--- config.mk ---
export PLATFORM = sky130hd
export DESIGN_NAME = serial_rtc_calendar_core
export DESIGN_NICKNAME = d
export VERILOG_FILES = /design/src/shared/rtc_pkg.sv /design/src/verilog/rtc_sync.sv /design/src/verilog/rtc_time.sv /design/src/verilog/serial_rtc_calendar_core.sv
export VERILOG_INCLUDE_DIRS = /design/src /design/src/shared
export SDC_FILE = /design/constraint.sdc
export NUM_CORES = 1
export LEC_CHECK = 0
export BUFFER_PORTS_ARGS = -buffer_cell sky130_fd_sc_hd__buf_2
export CAP_MARGIN = 20
export CORE_MARGIN = 2
export CORE_UTILIZATION = 45
export DETAILED_ROUTE_END_ITERATION = 6
export PLACE_DENSITY = 0.61
export SLEW_MARGIN = 10
export SYNTH_ARGS = -nofsm -noshare
export SYNTH_HDL_FRONTEND = slang
export SYNTH_SLANG_ARGS = --single-unit
--- constraint.sdc ---
create_clock -name clock_i -period 4.9 [get_ports clock_i]
set_input_delay 1.47 -clock clock_i [delete_from_list [all_inputs] [get_ports clock_i]]
set_output_delay 1.47 -clock clock_i [all_outputs]
set_load 0.01 [all_outputs]
--- src/shared/rtc_map.svh ---
// register offsets, field positions, reset values and timing figures of the rtc core
// included by the time counters and the core, not by the synchroniser; holds definitions only
`ifndef RTC_MAP_SVH
`define RTC_MAP_SVH

`define REG_SEC         5'h00
`define REG_MIN         5'h01
`define REG_HOUR        5'h02
`define REG_DAY         5'h03
`define REG_DATE        5'h04
`define REG_MON         5'h05
`define REG_YEAR        5'h06
`define REG_ALM_FIRST   5'h07
`define REG_ALM_LAST    5'h0d
`define REG_CTRL        5'h0e
`define REG_STAT        5'h0f
`define REG_TRICKLE     5'h10
`define REG_LAST        5'h10
`define PTR_STEP        5'h01
`define NUM_ALM_REGS    7

`define CTRL_RST        8'h04
`define STAT_RST        8'h80
`define TRICKLE_RST     8'h00
`define ALM_RST         8'h00
`define RD_UNMAPPED     8'h00

`define CTRL_EOSC_BIT   7
`define CTRL_RS2_BIT    4
`define CTRL_RS1_BIT    3
`define CTRL_INTCN_BIT  2
`define CTRL_A2IE_BIT   1
`define CTRL_A1IE_BIT   0
`define STAT_A2F_BIT    1
`define STAT_A1F_BIT    0
`define STAT_A1F_MASK   8'h01
`define STAT_A2F_MASK   8'h02
`define HR_12H_BIT      6
`define HR_PM_BIT       5
`define MON_CENT_BIT    7
`define ALM_MASK_BIT    7
`define ALM_DYDT_BIT    6

`define BCD_DIGIT_9     4'h9
`define BCD_00          8'h00
`define BCD_01          8'h01
`define BCD_07          8'h07
`define BCD_28          8'h28
`define BCD_29          8'h29
`define BCD_30          8'h30
`define BCD_31          8'h31
`define BCD_59          8'h59
`define BCD_99          8'h99
`define HR12_01         5'h01
`define HR12_11         5'h11
`define HR12_12         5'h12
`define HR24_23         6'h23
`define MON_FEB         5'h02
`define MON_APR         5'h04
`define MON_JUN         5'h06
`define MON_SEP         5'h09
`define MON_NOV         5'h11
`define MON_DEC         5'h12

`define XTAL_HZ         32768
`define PRESC_W         15
`define SQW_1HZ_TAP     14
`define SQW_4K_TAP      2
`define SQW_8K_TAP      1
`define RS_1HZ          2'b00
`define RS_4K           2'b01
`define RS_8K           2'b10
`define BITS_PER_BYTE   4'h8

`endif

--- src/shared/rtc_pkg.sv ---
// types shared by the rtc core files
// no dependencies
package rtc_pkg;

  typedef logic [7:0] bcd_byte_t;

  // index 0 is seconds, index 6 is year
  typedef logic [6:0][7:0] time_regs_t;

  typedef enum {
    S_IDLE,
    S_RX,
    S_RXACK,
    S_TX,
    S_TXACK
  } bus_state_t;

endpackage

--- src/verilog/rtc_sync.sv ---
// two-flop synchroniser with edge pulses for a group of asynchronous inputs
// assumes inputs are slow against clock_i; outputs follow inputs by one to two cycles
`timescale 1ns/1ns
module rtc_sync import rtc_pkg::*; #(
  parameter int WIDTH = 1
) (
  // clock and reset
  input  wire logic             clock_i,
  input  wire logic             resetn_i,
  // asynchronous levels
  input  wire logic [WIDTH-1:0] async_i,
  // synchronised level and one-cycle edge pulses
  output logic      [WIDTH-1:0] level_o,
  output logic      [WIDTH-1:0] rise_o,
  output logic      [WIDTH-1:0] fall_o
);

  logic [WIDTH-1:0] meta_r;
  logic [WIDTH-1:0] sync_r;
  logic [WIDTH-1:0] prev_r;

  // meta_r feeds sync_r only
  always_ff @(posedge clock_i) begin
    if (!resetn_i) begin
      meta_r <= '0;
      sync_r <= '0;
      prev_r <= '0;
    end else begin
      meta_r <= async_i;
      sync_r <= meta_r;
      prev_r <= sync_r;
    end
  end

  assign level_o = sync_r;
  assign rise_o  = sync_r & ~prev_r;
  assign fall_o  = ~sync_r & prev_r;

endmodule // rtc_sync

--- src/verilog/rtc_time.sv ---
// bcd time and calendar counters with host write port
// assumes tick_i is a one-cycle pulse once per second; a write wins over a tick
`timescale 1ns/1ns
`include "rtc_map.svh"
module rtc_time import rtc_pkg::*; (
  // clock and reset
  input  wire logic       clock_i,
  input  wire logic       resetn_i,
  // one-second pulse
  input  wire logic       tick_i,
  // register writes
  input  wire logic       wr_en_i,
  input  wire logic [4:0] wr_addr_i,
  input  wire bcd_byte_t  wr_data_i,
  // live time
  output time_regs_t      time_o
);

  bcd_byte_t sec_r, min_r, hr_r, day_r, date_r, mon_r, yr_r;

  function automatic bcd_byte_t bcd_inc(input bcd_byte_t v);
    bcd_inc = (v[3:0] == `BCD_DIGIT_9) ? {v[7:4] + 4'h1, 4'h0} : {v[7:4], v[3:0] + 4'h1};
  endfunction

  wire bcd_byte_t  sec_inc  = bcd_inc(sec_r);
  wire bcd_byte_t  min_inc  = bcd_inc(min_r);
  wire bcd_byte_t  hr12_inc = bcd_inc({3'b000, hr_r[4:0]});
  wire bcd_byte_t  hr24_inc = bcd_inc({2'b00, hr_r[5:0]});
  wire bcd_byte_t  date_inc = bcd_inc(date_r);
  wire bcd_byte_t  mon_inc  = bcd_inc({3'b000, mon_r[4:0]});
  wire bcd_byte_t  yr_inc   = bcd_inc(yr_r);
  wire logic [4:0] mon_f    = mon_r[4:0];
  wire logic       hr12     = hr_r[`HR_12H_BIT];
  wire logic       pm       = hr_r[`HR_PM_BIT];

  // units digit multiple of four with even tens, or two mod four with odd tens
  wire logic       leap     = (yr_r[1:0] == {yr_r[4], 1'b0});
  wire logic       short30  = (mon_f == `MON_APR) || (mon_f == `MON_JUN) ||
                              (mon_f == `MON_SEP) || (mon_f == `MON_NOV);
  wire bcd_byte_t  mlen     = (mon_f == `MON_FEB) ? (leap ? `BCD_29 : `BCD_28) :
                              (short30 ? `BCD_30 : `BCD_31);

  wire logic sec_end  = (sec_r == `BCD_59);
  wire logic min_end  = (min_r == `BCD_59);
  wire logic day_end  = hr12 ? (pm && hr_r[4:0] == `HR12_11) : (hr_r[5:0] == `HR24_23);
  wire logic date_end = (date_r == mlen);
  wire logic mon_end  = (mon_f == `MON_DEC);
  wire logic yr_end   = (yr_r == `BCD_99);

  wire logic step_min  = tick_i & sec_end;
  wire logic step_hr   = step_min & min_end;
  wire logic step_day  = step_hr & day_end;
  wire logic step_mon  = step_day & date_end;
  wire logic step_yr   = step_mon & mon_end;

  // 12-hour: 11 flips am/pm into 12, 12 goes to 01; 24-hour: 23 goes to 00
  wire bcd_byte_t hr_next = hr12 ?
    ((hr_r[4:0] == `HR12_11) ? {2'b01, ~pm, `HR12_12} :
     (hr_r[4:0] == `HR12_12) ? {2'b01, pm, `HR12_01} : {2'b01, pm, hr12_inc[4:0]}) :
    (day_end ? `BCD_00 : {2'b00, hr24_inc[5:0]});

  // month field only; the century bit is kept above it and toggles at every December->January rollover
  wire logic [4:0] mon_next = mon_end ? 5'(`BCD_01) : mon_inc[4:0];

  wire logic wr_sec  = wr_en_i && (wr_addr_i == `REG_SEC);
  wire logic wr_min  = wr_en_i && (wr_addr_i == `REG_MIN);
  wire logic wr_hr   = wr_en_i && (wr_addr_i == `REG_HOUR);
  wire logic wr_day  = wr_en_i && (wr_addr_i == `REG_DAY);
  wire logic wr_date = wr_en_i && (wr_addr_i == `REG_DATE);
  wire logic wr_mon  = wr_en_i && (wr_addr_i == `REG_MON);
  wire logic wr_yr   = wr_en_i && (wr_addr_i == `REG_YEAR);

  // all counting is in bcd; registers persist regardless of supply state
  always_ff @(posedge clock_i) begin
    if (!resetn_i) begin
      sec_r  <= `BCD_00;
      min_r  <= `BCD_00;
      hr_r   <= `BCD_00;
      day_r  <= `BCD_01;
      date_r <= `BCD_01;
      mon_r  <= `BCD_01;
      yr_r   <= `BCD_00;
    end else begin
      if (wr_sec) sec_r <= wr_data_i;
      else if (tick_i) sec_r <= sec_end ? `BCD_00 : sec_inc;
      if (wr_min) min_r <= wr_data_i;
      else if (step_min) min_r <= min_end ? `BCD_00 : min_inc;
      if (wr_hr) hr_r <= wr_data_i;
      else if (step_hr) hr_r <= hr_next;
      if (wr_day) day_r <= wr_data_i;
      else if (step_day) day_r <= (day_r == `BCD_07) ? `BCD_01 : bcd_inc(day_r);
      if (wr_date) date_r <= wr_data_i;
      else if (step_day) date_r <= date_end ? `BCD_01 : date_inc;
      if (wr_mon) mon_r <= wr_data_i;
      else if (step_mon) mon_r <= {mon_r[`MON_CENT_BIT] ^ step_yr, 2'b00, mon_next};
      if (wr_yr) yr_r <= wr_data_i;
      else if (step_yr) yr_r <= yr_end ? `BCD_00 : yr_inc;
    end
  end

  assign time_o = {yr_r, mon_r, date_r, day_r, hr_r, min_r, sec_r};

endmodule // rtc_time

--- src/verilog/serial_rtc_calendar_core.sv ---
// two-wire serial real-time clock core: bus slave, register file, alarms, square wave
// assumes scl/sda/crystal/power-fail are asynchronous pins; open-drain wires resolved outside
//
// Overview of operation
// - Seconds, minutes, hours, day, date, month and year are counted and all can be read.
// - The date rolls over at each month's length, with 30-day months and leap-year February.
// - Hours run in 24-hour or 12-hour format, the latter with an am/pm indicator.
// - Two programmable time-of-day alarms are compared against the running time.
// - The core is only a slave; each access starts with START, the device code, then data.
// - After the first register each further byte steps to the next one until STOP.
// - Access is allowed while supply is good and all register access is blocked below threshold.
// - On backup supply register contents are kept, and timekeeping too unless control bit 7 (EOSC) is set.
// - The square-wave/interrupt pin carries a square wave or an interrupt and only pulls low.
// - The data line is only pulled low or released, never driven high.
// - The one-second base is divided from the 32.768 kHz reference on the crystal input.
// - The register pointer wraps from the last register back to the first.
// - START, STOP or a pointer wrap copies the live time into a shadow set that reads use.
// - Time and date are held and counted in bcd.
// - Hours bit 6 high selects 12-hour mode with bit 5 as pm, else bit 5 is a tens-of-hours bit.
`timescale 1ns/1ns
`include "rtc_map.svh"
module serial_rtc_calendar_core import rtc_pkg::*; #(
  parameter logic [6:0] DEV_ADDR = 7'h2a   // arbitrary device code
) (
  // clock and reset
  input  wire logic clock_i,
  input  wire logic resetn_i,
  // two-wire bus
  input  wire logic scl_i,
  input  wire logic sda_i,
  output logic      sda_o,
  output logic      sda_oen_o,
  // time base and supply sense
  input  wire logic crystal_in_i,
  input  wire logic power_fail_i,
  // open-drain square wave / interrupt
  output logic      square_wave_irq_out_o,
  output logic      square_wave_irq_out_oen_o
);

  localparam logic [`PRESC_W-1:0] PRESC_LAST = `PRESC_W'(`XTAL_HZ - 1);

  // synchronised pins
  logic [3:0] pin_lvl;
  logic [3:0] pin_rise;
  logic [3:0] pin_fall;

  rtc_sync #(
    .WIDTH   (4)
  ) u_sync (
    .clock_i (clock_i),
    .resetn_i(resetn_i),
    .async_i ({power_fail_i, crystal_in_i, sda_i, scl_i}),
    .level_o (pin_lvl),
    .rise_o  (pin_rise),
    .fall_o  (pin_fall)
  );

  wire logic scl_lvl   = pin_lvl[0];
  wire logic scl_rise  = pin_rise[0];
  wire logic scl_fall  = pin_fall[0];
  wire logic sda_lvl   = pin_lvl[1];
  wire logic xtal_lvl  = pin_lvl[2];
  wire logic xtal_rise = pin_rise[2];
  wire logic pf_lvl    = pin_lvl[3];

  // start and stop: data moves while clock is high
  wire logic bus_start = pin_fall[1] & scl_lvl;
  wire logic bus_stop  = pin_rise[1] & scl_lvl;

  // state
  bus_state_t          state_r, state_nxt;
  logic [3:0]          bit_cnt_r, bit_cnt_nxt;
  bcd_byte_t           shift_r, shift_nxt;
  logic [4:0]          ptr_r, ptr_nxt;
  logic                rw_r, rw_nxt;
  logic                addr_ph_r, addr_ph_nxt;
  logic                got_ptr_r, got_ptr_nxt;
  logic                sda_oen_r, sda_oen_nxt;
  logic                wr_en;
  logic                ptr_adv;
  logic [`PRESC_W-1:0] presc_r;
  logic                tick_d_r;
  logic                sqw_oen_r;
  bcd_byte_t           ctrl_r;
  bcd_byte_t           stat_r;
  bcd_byte_t           trickle_r;
  bcd_byte_t           alm_r [`NUM_ALM_REGS];
  time_regs_t          time_v;
  time_regs_t          shadow_r;

  // oscillator may be stopped by software only while on backup supply
  wire logic osc_run  = ~(ctrl_r[`CTRL_EOSC_BIT] & pf_lvl);
  wire logic sec_tick = xtal_rise & osc_run & (presc_r == PRESC_LAST);

  // pointer stepping and wrap
  wire logic       ptr_wrap = (ptr_r == `REG_LAST);
  wire logic [4:0] ptr_step = ptr_wrap ? `REG_SEC : ptr_r + `PTR_STEP;
  wire logic       byte_end = (bit_cnt_r == `BITS_PER_BYTE);
  wire logic       addr_hit = (shift_r[7:1] == DEV_ADDR);
  wire logic       snap     = bus_start | bus_stop | (ptr_adv & ptr_wrap);
  wire logic       wr_seconds = wr_en && (ptr_r == `REG_SEC);

  // read selection: time from the shadow copy, the rest live
  wire logic       in_time = (ptr_r < `REG_ALM_FIRST);
  wire logic       in_alm  = (ptr_r <= `REG_ALM_LAST);
  wire logic [4:0] alm_idx = ptr_r - `REG_ALM_FIRST;
  wire bcd_byte_t  rd_byte = in_time ? shadow_r[ptr_r[2:0]] :
                             in_alm ? alm_r[alm_idx[2:0]] :
                             (ptr_r == `REG_CTRL) ? ctrl_r :
                             (ptr_r == `REG_STAT) ? stat_r :
                             (ptr_r == `REG_TRICKLE) ? trickle_r : `RD_UNMAPPED;

  rtc_time u_time (
    .clock_i  (clock_i),
    .resetn_i (resetn_i),
    .tick_i   (sec_tick),
    .wr_en_i  (wr_en),
    .wr_addr_i(ptr_r),
    .wr_data_i(shift_r),
    .time_o   (time_v)
  );

  // bus engine: sample on scl rise, change sda on scl fall
  always_comb begin
    state_nxt   = state_r;
    bit_cnt_nxt = bit_cnt_r;
    shift_nxt   = shift_r;
    ptr_nxt     = ptr_r;
    rw_nxt      = rw_r;
    addr_ph_nxt = addr_ph_r;
    got_ptr_nxt = got_ptr_r;
    sda_oen_nxt = sda_oen_r;
    wr_en       = 1'b0;
    ptr_adv     = 1'b0;
    if (bus_start) begin
      state_nxt   = S_RX;
      bit_cnt_nxt = 4'h0;
      addr_ph_nxt = 1'b1;
      got_ptr_nxt = 1'b0;
      sda_oen_nxt = 1'b1;
    end else if (bus_stop) begin
      state_nxt   = S_IDLE;
      sda_oen_nxt = 1'b1;
    end else begin
      case (state_r)
        S_IDLE: begin
          sda_oen_nxt = 1'b1;
        end
        S_RX: begin
          if (scl_rise) begin
            shift_nxt   = {shift_r[6:0], sda_lvl};
            bit_cnt_nxt = bit_cnt_r + 4'h1;
          end else if (scl_fall && byte_end) begin
            if (pf_lvl) begin
              state_nxt = S_IDLE;
            end else if (addr_ph_r) begin
              if (addr_hit) begin
                rw_nxt      = shift_r[0];
                state_nxt   = S_RXACK;
                sda_oen_nxt = 1'b0;
              end else begin
                state_nxt = S_IDLE;
              end
            end else begin
              state_nxt   = S_RXACK;
              sda_oen_nxt = 1'b0;
              if (!got_ptr_r) begin
                ptr_nxt     = shift_r[4:0];
                got_ptr_nxt = 1'b1;
              end else begin
                wr_en   = 1'b1;
                ptr_adv = 1'b1;
                ptr_nxt = ptr_step;
              end
            end
          end
        end
        S_RXACK: begin
          if (scl_fall) begin
            addr_ph_nxt = 1'b0;
            bit_cnt_nxt = 4'h0;
            if (addr_ph_r && rw_r) begin
              state_nxt   = S_TX;
              shift_nxt   = rd_byte;
              sda_oen_nxt = rd_byte[7];
            end else begin
              state_nxt   = S_RX;
              sda_oen_nxt = 1'b1;
            end
          end
        end
        S_TX: begin
          if (pf_lvl) begin
            state_nxt   = S_IDLE;
            sda_oen_nxt = 1'b1;
          end else if (scl_rise) begin
            bit_cnt_nxt = bit_cnt_r + 4'h1;
          end else if (scl_fall) begin
            if (byte_end) begin
              state_nxt   = S_TXACK;
              sda_oen_nxt = 1'b1;
              ptr_adv     = 1'b1;
              ptr_nxt     = ptr_step;
            end else begin
              shift_nxt   = {shift_r[6:0], 1'b0};
              sda_oen_nxt = shift_r[6];
            end
          end
        end
        S_TXACK: begin
          if (scl_rise && sda_lvl) begin
            state_nxt = S_IDLE;
          end else if (scl_fall) begin
            state_nxt   = S_TX;
            bit_cnt_nxt = 4'h0;
            shift_nxt   = rd_byte;
            sda_oen_nxt = rd_byte[7];
          end
        end
        default: begin
          state_nxt   = S_IDLE;
          sda_oen_nxt = 1'b1;
        end
      endcase
    end
  end

  always_ff @(posedge clock_i) begin
    if (!resetn_i) begin
      state_r   <= S_IDLE;
      bit_cnt_r <= 4'h0;
      shift_r   <= `BCD_00;
      ptr_r     <= `REG_SEC;
      rw_r      <= 1'b0;
      addr_ph_r <= 1'b0;
      got_ptr_r <= 1'b0;
      sda_oen_r <= 1'b1;
    end else begin
      state_r   <= state_nxt;
      bit_cnt_r <= bit_cnt_nxt;
      shift_r   <= shift_nxt;
      ptr_r     <= ptr_nxt;
      rw_r      <= rw_nxt;
      addr_ph_r <= addr_ph_nxt;
      got_ptr_r <= got_ptr_nxt;
      sda_oen_r <= sda_oen_nxt;
    end
  end

  // shadow copy keeps a multi-byte read coherent while counting goes on
  always_ff @(posedge clock_i) begin
    if (!resetn_i) shadow_r <= '0;
    else if (snap) shadow_r <= time_v;
  end

  // divide the synchronised reference down to one second; a seconds write restarts it
  always_ff @(posedge clock_i) begin
    if (!resetn_i) begin
      presc_r  <= '0;
      tick_d_r <= 1'b0;
    end else begin
      tick_d_r <= sec_tick;
      if (wr_seconds) presc_r <= '0;
      else if (xtal_rise && osc_run) presc_r <= presc_r + `PRESC_W'(1);
    end
  end

  // alarm bytes, one register per entry
  genvar g;
  generate
    for (g = 0; g < `NUM_ALM_REGS; g++) begin : g_alm
      always_ff @(posedge clock_i) begin
        if (!resetn_i) alm_r[g] <= `ALM_RST;
        else if (wr_en && ptr_r == `REG_ALM_FIRST + 5'(g)) alm_r[g] <= shift_r;
      end
    end
  endgenerate

  // alarm compare one cycle after the tick, once the counters have settled
  wire logic a1_sec  = alm_r[0][`ALM_MASK_BIT] | (alm_r[0][6:0] == time_v[0][6:0]);
  wire logic a1_min  = alm_r[1][`ALM_MASK_BIT] | (alm_r[1][6:0] == time_v[1][6:0]);
  wire logic a1_hr   = alm_r[2][`ALM_MASK_BIT] | (alm_r[2][6:0] == time_v[2][6:0]);
  wire logic a1_dd   = alm_r[3][`ALM_MASK_BIT] | (alm_r[3][`ALM_DYDT_BIT] ?
                       (alm_r[3][3:0] == time_v[3][3:0]) : (alm_r[3][5:0] == time_v[4][5:0]));
  wire logic a2_min  = alm_r[4][`ALM_MASK_BIT] | (alm_r[4][6:0] == time_v[1][6:0]);
  wire logic a2_hr   = alm_r[5][`ALM_MASK_BIT] | (alm_r[5][6:0] == time_v[2][6:0]);
  wire logic a2_dd   = alm_r[6][`ALM_MASK_BIT] | (alm_r[6][`ALM_DYDT_BIT] ?
                       (alm_r[6][3:0] == time_v[3][3:0]) : (alm_r[6][5:0] == time_v[4][5:0]));
  wire logic a1_hit  = tick_d_r & a1_sec & a1_min & a1_hr & a1_dd;
  wire logic a2_hit  = tick_d_r & (time_v[0] == `BCD_00) & a2_min & a2_hr & a2_dd;
  wire bcd_byte_t stat_set = ({8{a1_hit}} & `STAT_A1F_MASK) | ({8{a2_hit}} & `STAT_A2F_MASK);
  wire logic wr_ctrl = wr_en && (ptr_r == `REG_CTRL);
  wire logic wr_stat = wr_en && (ptr_r == `REG_STAT);
  wire logic wr_trkl = wr_en && (ptr_r == `REG_TRICKLE);

  // flags clear only where a zero is written; a same-cycle alarm still sets
  always_ff @(posedge clock_i) begin
    if (!resetn_i) begin
      ctrl_r    <= `CTRL_RST;
      stat_r    <= `STAT_RST;
      trickle_r <= `TRICKLE_RST;
    end else begin
      if (wr_ctrl) ctrl_r <= shift_r;
      if (wr_trkl) trickle_r <= shift_r;
      stat_r <= (wr_stat ? (stat_r & shift_r) : stat_r) | stat_set;
    end
  end

  // square wave or interrupt, pin only ever pulled low
  wire logic [1:0] rate    = ctrl_r[`CTRL_RS2_BIT:`CTRL_RS1_BIT];
  wire logic       sq_bit  = (rate == `RS_1HZ) ? presc_r[`SQW_1HZ_TAP] :
                             (rate == `RS_4K) ? presc_r[`SQW_4K_TAP] :
                             (rate == `RS_8K) ? presc_r[`SQW_8K_TAP] : xtal_lvl;
  wire logic       irq     = (stat_r[`STAT_A1F_BIT] & ctrl_r[`CTRL_A1IE_BIT]) |
                             (stat_r[`STAT_A2F_BIT] & ctrl_r[`CTRL_A2IE_BIT]);
  wire logic       pin_rel = ctrl_r[`CTRL_INTCN_BIT] ? ~irq : (sq_bit & osc_run);

  always_ff @(posedge clock_i) begin
    if (!resetn_i) sqw_oen_r <= 1'b1;
    else sqw_oen_r <= pin_rel;
  end

  assign sda_o                     = 1'b0;
  assign sda_oen_o                 = sda_oen_r;
  assign square_wave_irq_out_o     = 1'b0;
  assign square_wave_irq_out_oen_o = sqw_oen_r;

endmodule // serial_rtc_calendar_core

==> metrics.md, run 1 <==
| Metric | Value |
|---|---|
| Max Cap Viol | 0 |
| CP Cell Sequence | ha_1, and3_1, ha_1, nor2_1, a221oi_1, o22ai_1, nor3_1, o22ai_1 |
| Final Setup Violations | 0 |
| Largest vdd supply drop | 0.360 mV |
| Flops & latches, synth | 244 |
| RSZ-0062 raised after global routing | no |
| CTS HTree Levels | 1 |
| Root Buffer | clkbuf_16 |
| Num rows | 62 |
| CTS Sinks | 244 |
| Post-Syn Instances | 1533 |
| Mean post-synth cell area | 8.68 um^2 |
| Clk_lat worst skew | 540 ps |
| Die Wd | 176 um |
| Vias | 11300 |
| Outcome | completed |
| DIE HEIGHT | 176 um |
| Reg2Reg Setup Slack | 1670 ps |
| Number of global-route vias before repair | 10400 |
| Tightest Hold Check Type | reg2reg |
| Clk_skew | 17.2 ps |
| Worst-path fanout max | 22 |
| Max clock buf depth | 3 |
| CTS Buf Count | 27 |
| Routability cong. | 0.955 |
| Commonest non-fill, non-tap cell in the layout | nand2_1 |
| Internal power | 0.00349 W |
| Buffer and inverter count on the worst path | 0 |
| WHS Path Cells | 1 |
| Total negative setup slack | 0 ps |
| DRC | 0 |
| Most frequent cells in the layout | nand2_1 (205), dfxtp_1 (187), a21oi_1 (124), nor2_1 (113), o21ai_0 (80) |
| Critical Path RT | 5290 ps |
| Worst path depth | 8 |
| Static Leak | 5.14 nW |
| HPWL Detailed | 26500 um |
| Starting Density | 46.0% |
| HP Start | u_sync.meta_r[3]$_SDFF_PN0_ |
| Clock power share | 50.0% |
| DR WL/cell | 20.7 um |
| Crit path max-delay cell type | dfxtp_2 |
| Minimum clock period | 3230 ps |
| Antenna violations before repair | 0 |
| Layout Nets | 1506 |
| CTS clk-pin slew, worst paths | 60 ps |
| Final Hold Vio Count | 0 |
| Post-synthesis sequential area ratio | 40.9% |
| Reg2Reg Depth | 8 |
| TritonRoute pass-1 iters | 6 |
| CP Launch Type | flop |
| GRT Total Usage | 25.0% |
| Port Buffer Count | 7 |
| Post-CTS Resized | 0 |
| Comb pwr share | 2.3% |
| Worst path top cell family by delay | adder cells |
| ANT cells | 0 |
| Fin crit share | 65.9% |
| Post-synth EDFFs | 56 |
| Worst slew pin tran | 1050 ps |
| Util after Layout | 50.1% |
| Hold-fix buffers, CTS | 0 |
| Worst r2r src | ptr_r[0]$_SDFFE_PN0P_ |
| Crit end category | flop |
| Crit path DAT | 3620 ps |
| Worst R2R End | shift_r[6]$_SDFFE_PN0P_ |
| Global-route wire length before repair | 60300 um |
| Psw | 0.000946 W |
| Area grow syn2layout | 8.90% |
| Setup Buffers After CTS | 0 |
| Hold Slack | 425 ps |
| Cell Area, Synth | 0.0133 mm^2 |
| GRT overflow | 0 |
| Largest net degree at the start of global routing | 82 |
| Min-Delay Endpoint | u_sync.level_o[3]$_SDFF_PN0_ |
| DR vias/cell | 6.01 |
| CORE AREA | 0.0289 mm^2 |
| Commonest register cell after synthesis | dfxtp_1 |
| Pwr dens | 306 mW/mm^2 |
| Sequential Power Share | 47.7% |
| I/O Pins | 10 |
| Die ar. | 0.0310 mm^2 |
| Max Fclk | 0.310 GHz |
| Crit path kind | reg2reg |
| Iteration-0 DRC Markers | 1377 |
| Sw frac | 21.3% |
| Post-DRT Antenna Nets | 0 |
| Max Slew Vio Count | 0 |
| Pwr Total | 0.00443 W |
| Slew HR | 29.6% |
| Netlist cell types | 86 |
| Max incr delay on CP | 720 ps |
| Layout cells sized above 1 | 8.04% |
| Ys async rst share | 0% |
| Final WL | 38800 um |
| CTS tree | yes |
| Synthesis Warnings | 0 |
worst register-to-register path: stages, from the launching register on:
cell and delay, ps:
dfxtp_2 720, ha_1 490, and3_1 210, ha_1 430, nor2_1 200, a221oi_1 470, o22ai_1 170, nor3_1 270
o22ai_1 140
through the flow:
stage	instance area (um^2)	cells	setup WS [ps]
after floorplan	13300	1534	1930
after global placement	13500	1823	1590
after detailed placement	13500	1823	1550
after CTS	14500	1872	1750
after global routing	14500	1876	1490
final	14500	1876	1670
worst max-delay path by stage:
stage | from | to
after global placement | resetn_i | alm_r[4][4]$_SDFFCE_PN0P_
after floorplan | resetn_i | alm_r[4][0]$_SDFFCE_PN0P_
after detailed placement | resetn_i | alm_r[5][3]$_SDFFCE_PN0P_
final | ptr_r[0]$_SDFFE_PN0P_ | shift_r[6]$_SDFFE_PN0P_
after CTS | ptr_r[0]$_SDFFE_PN0P_ | shift_r[4]$_SDFFE_PN0P_
after global routing | ptr_r[0]$_SDFFE_PN0P_ | sda_oen_o$_SDFFE_PP1P_
power by group through the flow:
stage / combinational, W / sequential, W / clock, W
final: 0.000102 / 0.00211 / 0.00222
after floorplan: 0.0000776 / 0.00214 / 0
after global routing: 0.000113 / 0.00211 / 0.00233
after global placement: 0.0000984 / 0.00216 / 0
after CTS: 0.000100 / 0.00211 / 0.00225
after detailed placement: 0.0000995 / 0.00216 / 0
routing by layer:
metal,track usage [%],wire [um]
met5,0,0
met4,6.54,1010
met3,4.87,3340
met2,39.2,17200
met1,35.3,17200
flip-flops by register name, indices dropped and copies added, names as in the netlist, 4 cells and up:
| name | flops |
|---|---|
| u_time.mon_r | 8 |
| u_time.date_r | 8 |
| ctrl_r | 8 |
| u_time.yr_r | 8 |
| u_time.hr_r | 8 |
| shift_r | 8 |
| trickle_r | 8 |
| shadow_r | 56 |
| u_time.day_r | 8 |
| bit_cnt_r | 4 |
| u_time.sec_r | 8 |
| presc_r | 15 |
| stat_r | 8 |
| ptr_r | 5 |
| u_time.min_r | 8 |
| u_sync.meta_r | 4 |
| alm_r | 56 |
| u_sync.level_o | 4 |
cells by family (layout without fill, tap and decap cells):
family	count (synthesis)	count (layout)	synth area share [%]
and+or+nand+nor	600	600	22.7
AOI/OAI and AO/OA	359	359	17.1
DFF	244	244	40.9
buffers and inverters	154	112	4.74
xor gates and xnor gates	80	80	5.26
muxes	67	67	6.64
adders and majority gates	28	28	2.63
other	1	2	0.0282
cell usage after synthesis (all sizes together) (8+ instances only):
cell type  count  area share, %
edfxtp        56             13
nand3b        10           0.56
nor2         113            3.2
mux4          17            2.9
nand2b        15           0.70
o211ai        16           0.98
ha            28            2.6
nor3          33            1.2
buf           32            1.3
dfxtp        188             28
a211oi        20            1.1
or3           11           0.52
a21oi        124            4.7
mux2i         49            3.7
nand2        205            5.8
a31oi         17           0.80
xor2          50            3.3
nand3         43            1.7
clkbuf        88            2.5
o21ai         82            3.1
a221oi         8           0.53
nor4          16           0.91
and2          63            3.0
o31ai          9           0.51
o22ai         13           0.61
nand4         17           0.85
nor2b          9           0.42
inv           33           0.93
xnor2         30            2.0
and3          17           0.80
o211a         10           0.75
final cells by class:
cell class,count,area [um^2]
timing repair buffer,29,205
sequential,244,5450
inverter,34,129
multi-input combinational,1136,7250
clock inverter,12,169
clock buffer,37,815
fill,2725,14400
tap,384,480
Note: power is estimated with default switching activity, not from simulation.
==> run 2, diff against run 1 <==
PLACE_DENSITY = 0.63   (was 0.61)
clock period = 2.9 ns   (was 4.9 ns; I/O delays follow)
==> metrics.md, run 2 (synthesis results as in run 1) <==
| Metric | Value |
|---|---|
| Post-CTS Resized | 0 |
| Max Cap Viol | 0 |
| Global-route wire length before repair | 59900 um |
| Max Fclk | 0.369 GHz |
| Critical Path RT | 3360 ps |
| Comb pwr share | 2.6% |
| Worst-path fanout max | 14 |
| Sequential Power Share | 49.1% |
| CTS HTree Levels | 1 |
| ANT cells | 0 |
| TritonRoute pass-1 iters | 5 |
| Antenna violations before repair | 1 |
| Fin crit share | 93.5% |
| Die Wd | 176 um |
| GRT overflow | 0 |
| Util after Layout | 51.0% |
| Num rows | 62 |
| I/O Pins | 10 |
| Worst slew pin tran | 670 ps |
| Crit path kind | reg2reg |
| Final WL | 38700 um |
| Port Buffer Count | 7 |
| Crit end category | flop |
| Layout Nets | 1546 |
| Min-Delay Endpoint | u_sync.level_o[3]$_SDFF_PN0_ |
| Outcome | completed |
| Routability cong. | 0.943 |
| Final Setup Violations | 0 |
| Hold-fix buffers, CTS | 0 |
| CTS tree | yes |
| CTS Sinks | 244 |
| DRC | 0 |
| GRT Total Usage | 24.8% |
| Worst R2R End | u_time.yr_r[5]$_SDFFE_PN0P_ |
| Root Buffer | clkbuf_16 |
| Static Leak | 5.32 nW |
| Area grow syn2layout | 10.9% |
| CTS clk-pin slew, worst paths | 60 ps |
| Clock power share | 48.3% |
| Worst r2r src | u_time.sec_r[0]$_SDFFE_PN0P_ |
| Largest net degree at the start of global routing | 110 |
| Vias | 11500 |
| RSZ-0062 raised after global routing | no |
| Most frequent cells in the layout | nand2_1 (205), dfxtp_1 (187), a21oi_1 (124), nor2_1 (113), o21ai_0 (80) |
| Max clock buf depth | 3 |
| CP Launch Type | flop |
| Number of global-route vias before repair | 10600 |
| HP Start | u_sync.meta_r[3]$_SDFF_PN0_ |
| Starting Density | 46.0% |
| Sw frac | 21.6% |
| WHS Path Cells | 1 |
| Final Hold Vio Count | 0 |
| Iteration-0 DRC Markers | 1261 |
| Internal power | 0.00569 W |
| CTS Buf Count | 27 |
| Layout cells sized above 1 | 10.1% |
| DIE HEIGHT | 176 um |
| Largest vdd supply drop | 0.638 mV |
| Pwr dens | 492 mW/mm^2 |
| Post-DRT Antenna Nets | 0 |
| CORE AREA | 0.0289 mm^2 |
| Clk_skew | 12.0 ps |
| Commonest non-fill, non-tap cell in the layout | nand2_1 |
| DR WL/cell | 20.2 um |
| Slew HR | 55.4% |
| Psw | 0.00157 W |
| Tightest Hold Check Type | reg2reg |
| Reg2Reg Setup Slack | 190 ps |
| Setup Buffers After CTS | 0 |
| Top Registers | alm_r x56, shadow_r x56, presc_r x15 |
| DR vias/cell | 6.00 |
| Minimum clock period | 2710 ps |
| Die ar. | 0.0310 mm^2 |
| HPWL Detailed | 26200 um |
| Reg2Reg Depth | 7 |
| Crit path DAT | 3170 ps |
| Max Slew Vio Count | 0 |
| Total negative setup slack | 0 ps |
| Clk_lat worst skew | 540 ps |
run 2: area by class of cell:
cell class	instances	area, um^2
clock buffer	38	768
clock inverter	11	136
fill	2642	14200
inverter	34	129
multi-input combinational	1136	7260
sequential	244	5450
tap	384	480
timing repair buffer	69	551
run 2: power groups by stage:
stage	Sequential [W]	Clock, W	Combinational, W
after floorplan	0.00362	0	0.000131
after global placement	0.00364	0	0.000180
after detailed placement	0.00364	0	0.000183
after CTS	0.00356	0.00355	0.000184
after global routing	0.00357	0.00368	0.000202
final	0.00357	0.00351	0.000185
run 2: critical path: stages (launching register included):
cell,delay [ps]
dfxtp_1,490
ha_1,230
nand3b_1,130
nor4_1,470
and4_4,440
o211ai_2,270
or3_1,430
a31oi_1,170
run 2: per-stage QoR:
stage	std cells	hold WS (ps)	cell area [um^2]	total power, W	worst slack, ps
final	1916	425	14800	0.00726	187
after global routing	1916	440	14800	0.00745	1.56
after CTS	1915	429	14700	0.00730	235
after detailed placement	1866	419	13800	0.00382	235
after global placement	1866	416	13800	0.00382	387
after floorplan	1534	412	13300	0.00375	1.02
run 2: worst max path at each step:
stage,from,to,slack [ps],cells after the start
floorplan,ptr_r[1]$_SDFFE_PN0P_,shadow_r[0]$_SDFFE_PN0P_,1,12
finish,u_time.sec_r[0]$_SDFFE_PN0P_,u_time.yr_r[5]$_SDFFE_PN0P_,190,7
CTS,u_time.sec_r[0]$_SDFFE_PN0P_,u_time.yr_r[5]$_SDFFE_PN0P_,230,7
global route,u_time.sec_r[0]$_SDFFE_PN0P_,u_time.date_r[2]$_SDFFE_PN0P_,2,8
detailed placement,u_time.sec_r[0]$_SDFFE_PN0P_,u_time.yr_r[5]$_SDFFE_PN0P_,240,7
global placement,u_time.hr_r[4]$_SDFFE_PN0P_,u_time.yr_r[4]$_SDFFE_PN0P_,390,8
run 2: layer usage:
metal  up-vias  track usage, %  share of wire (%)
li1       5436               -                  -
met1      5503            35.4                 45
met2       444            38.7                 44
met3       105            2.48                6.7
met4         0            9.85                4.2
met5         -               0                  0
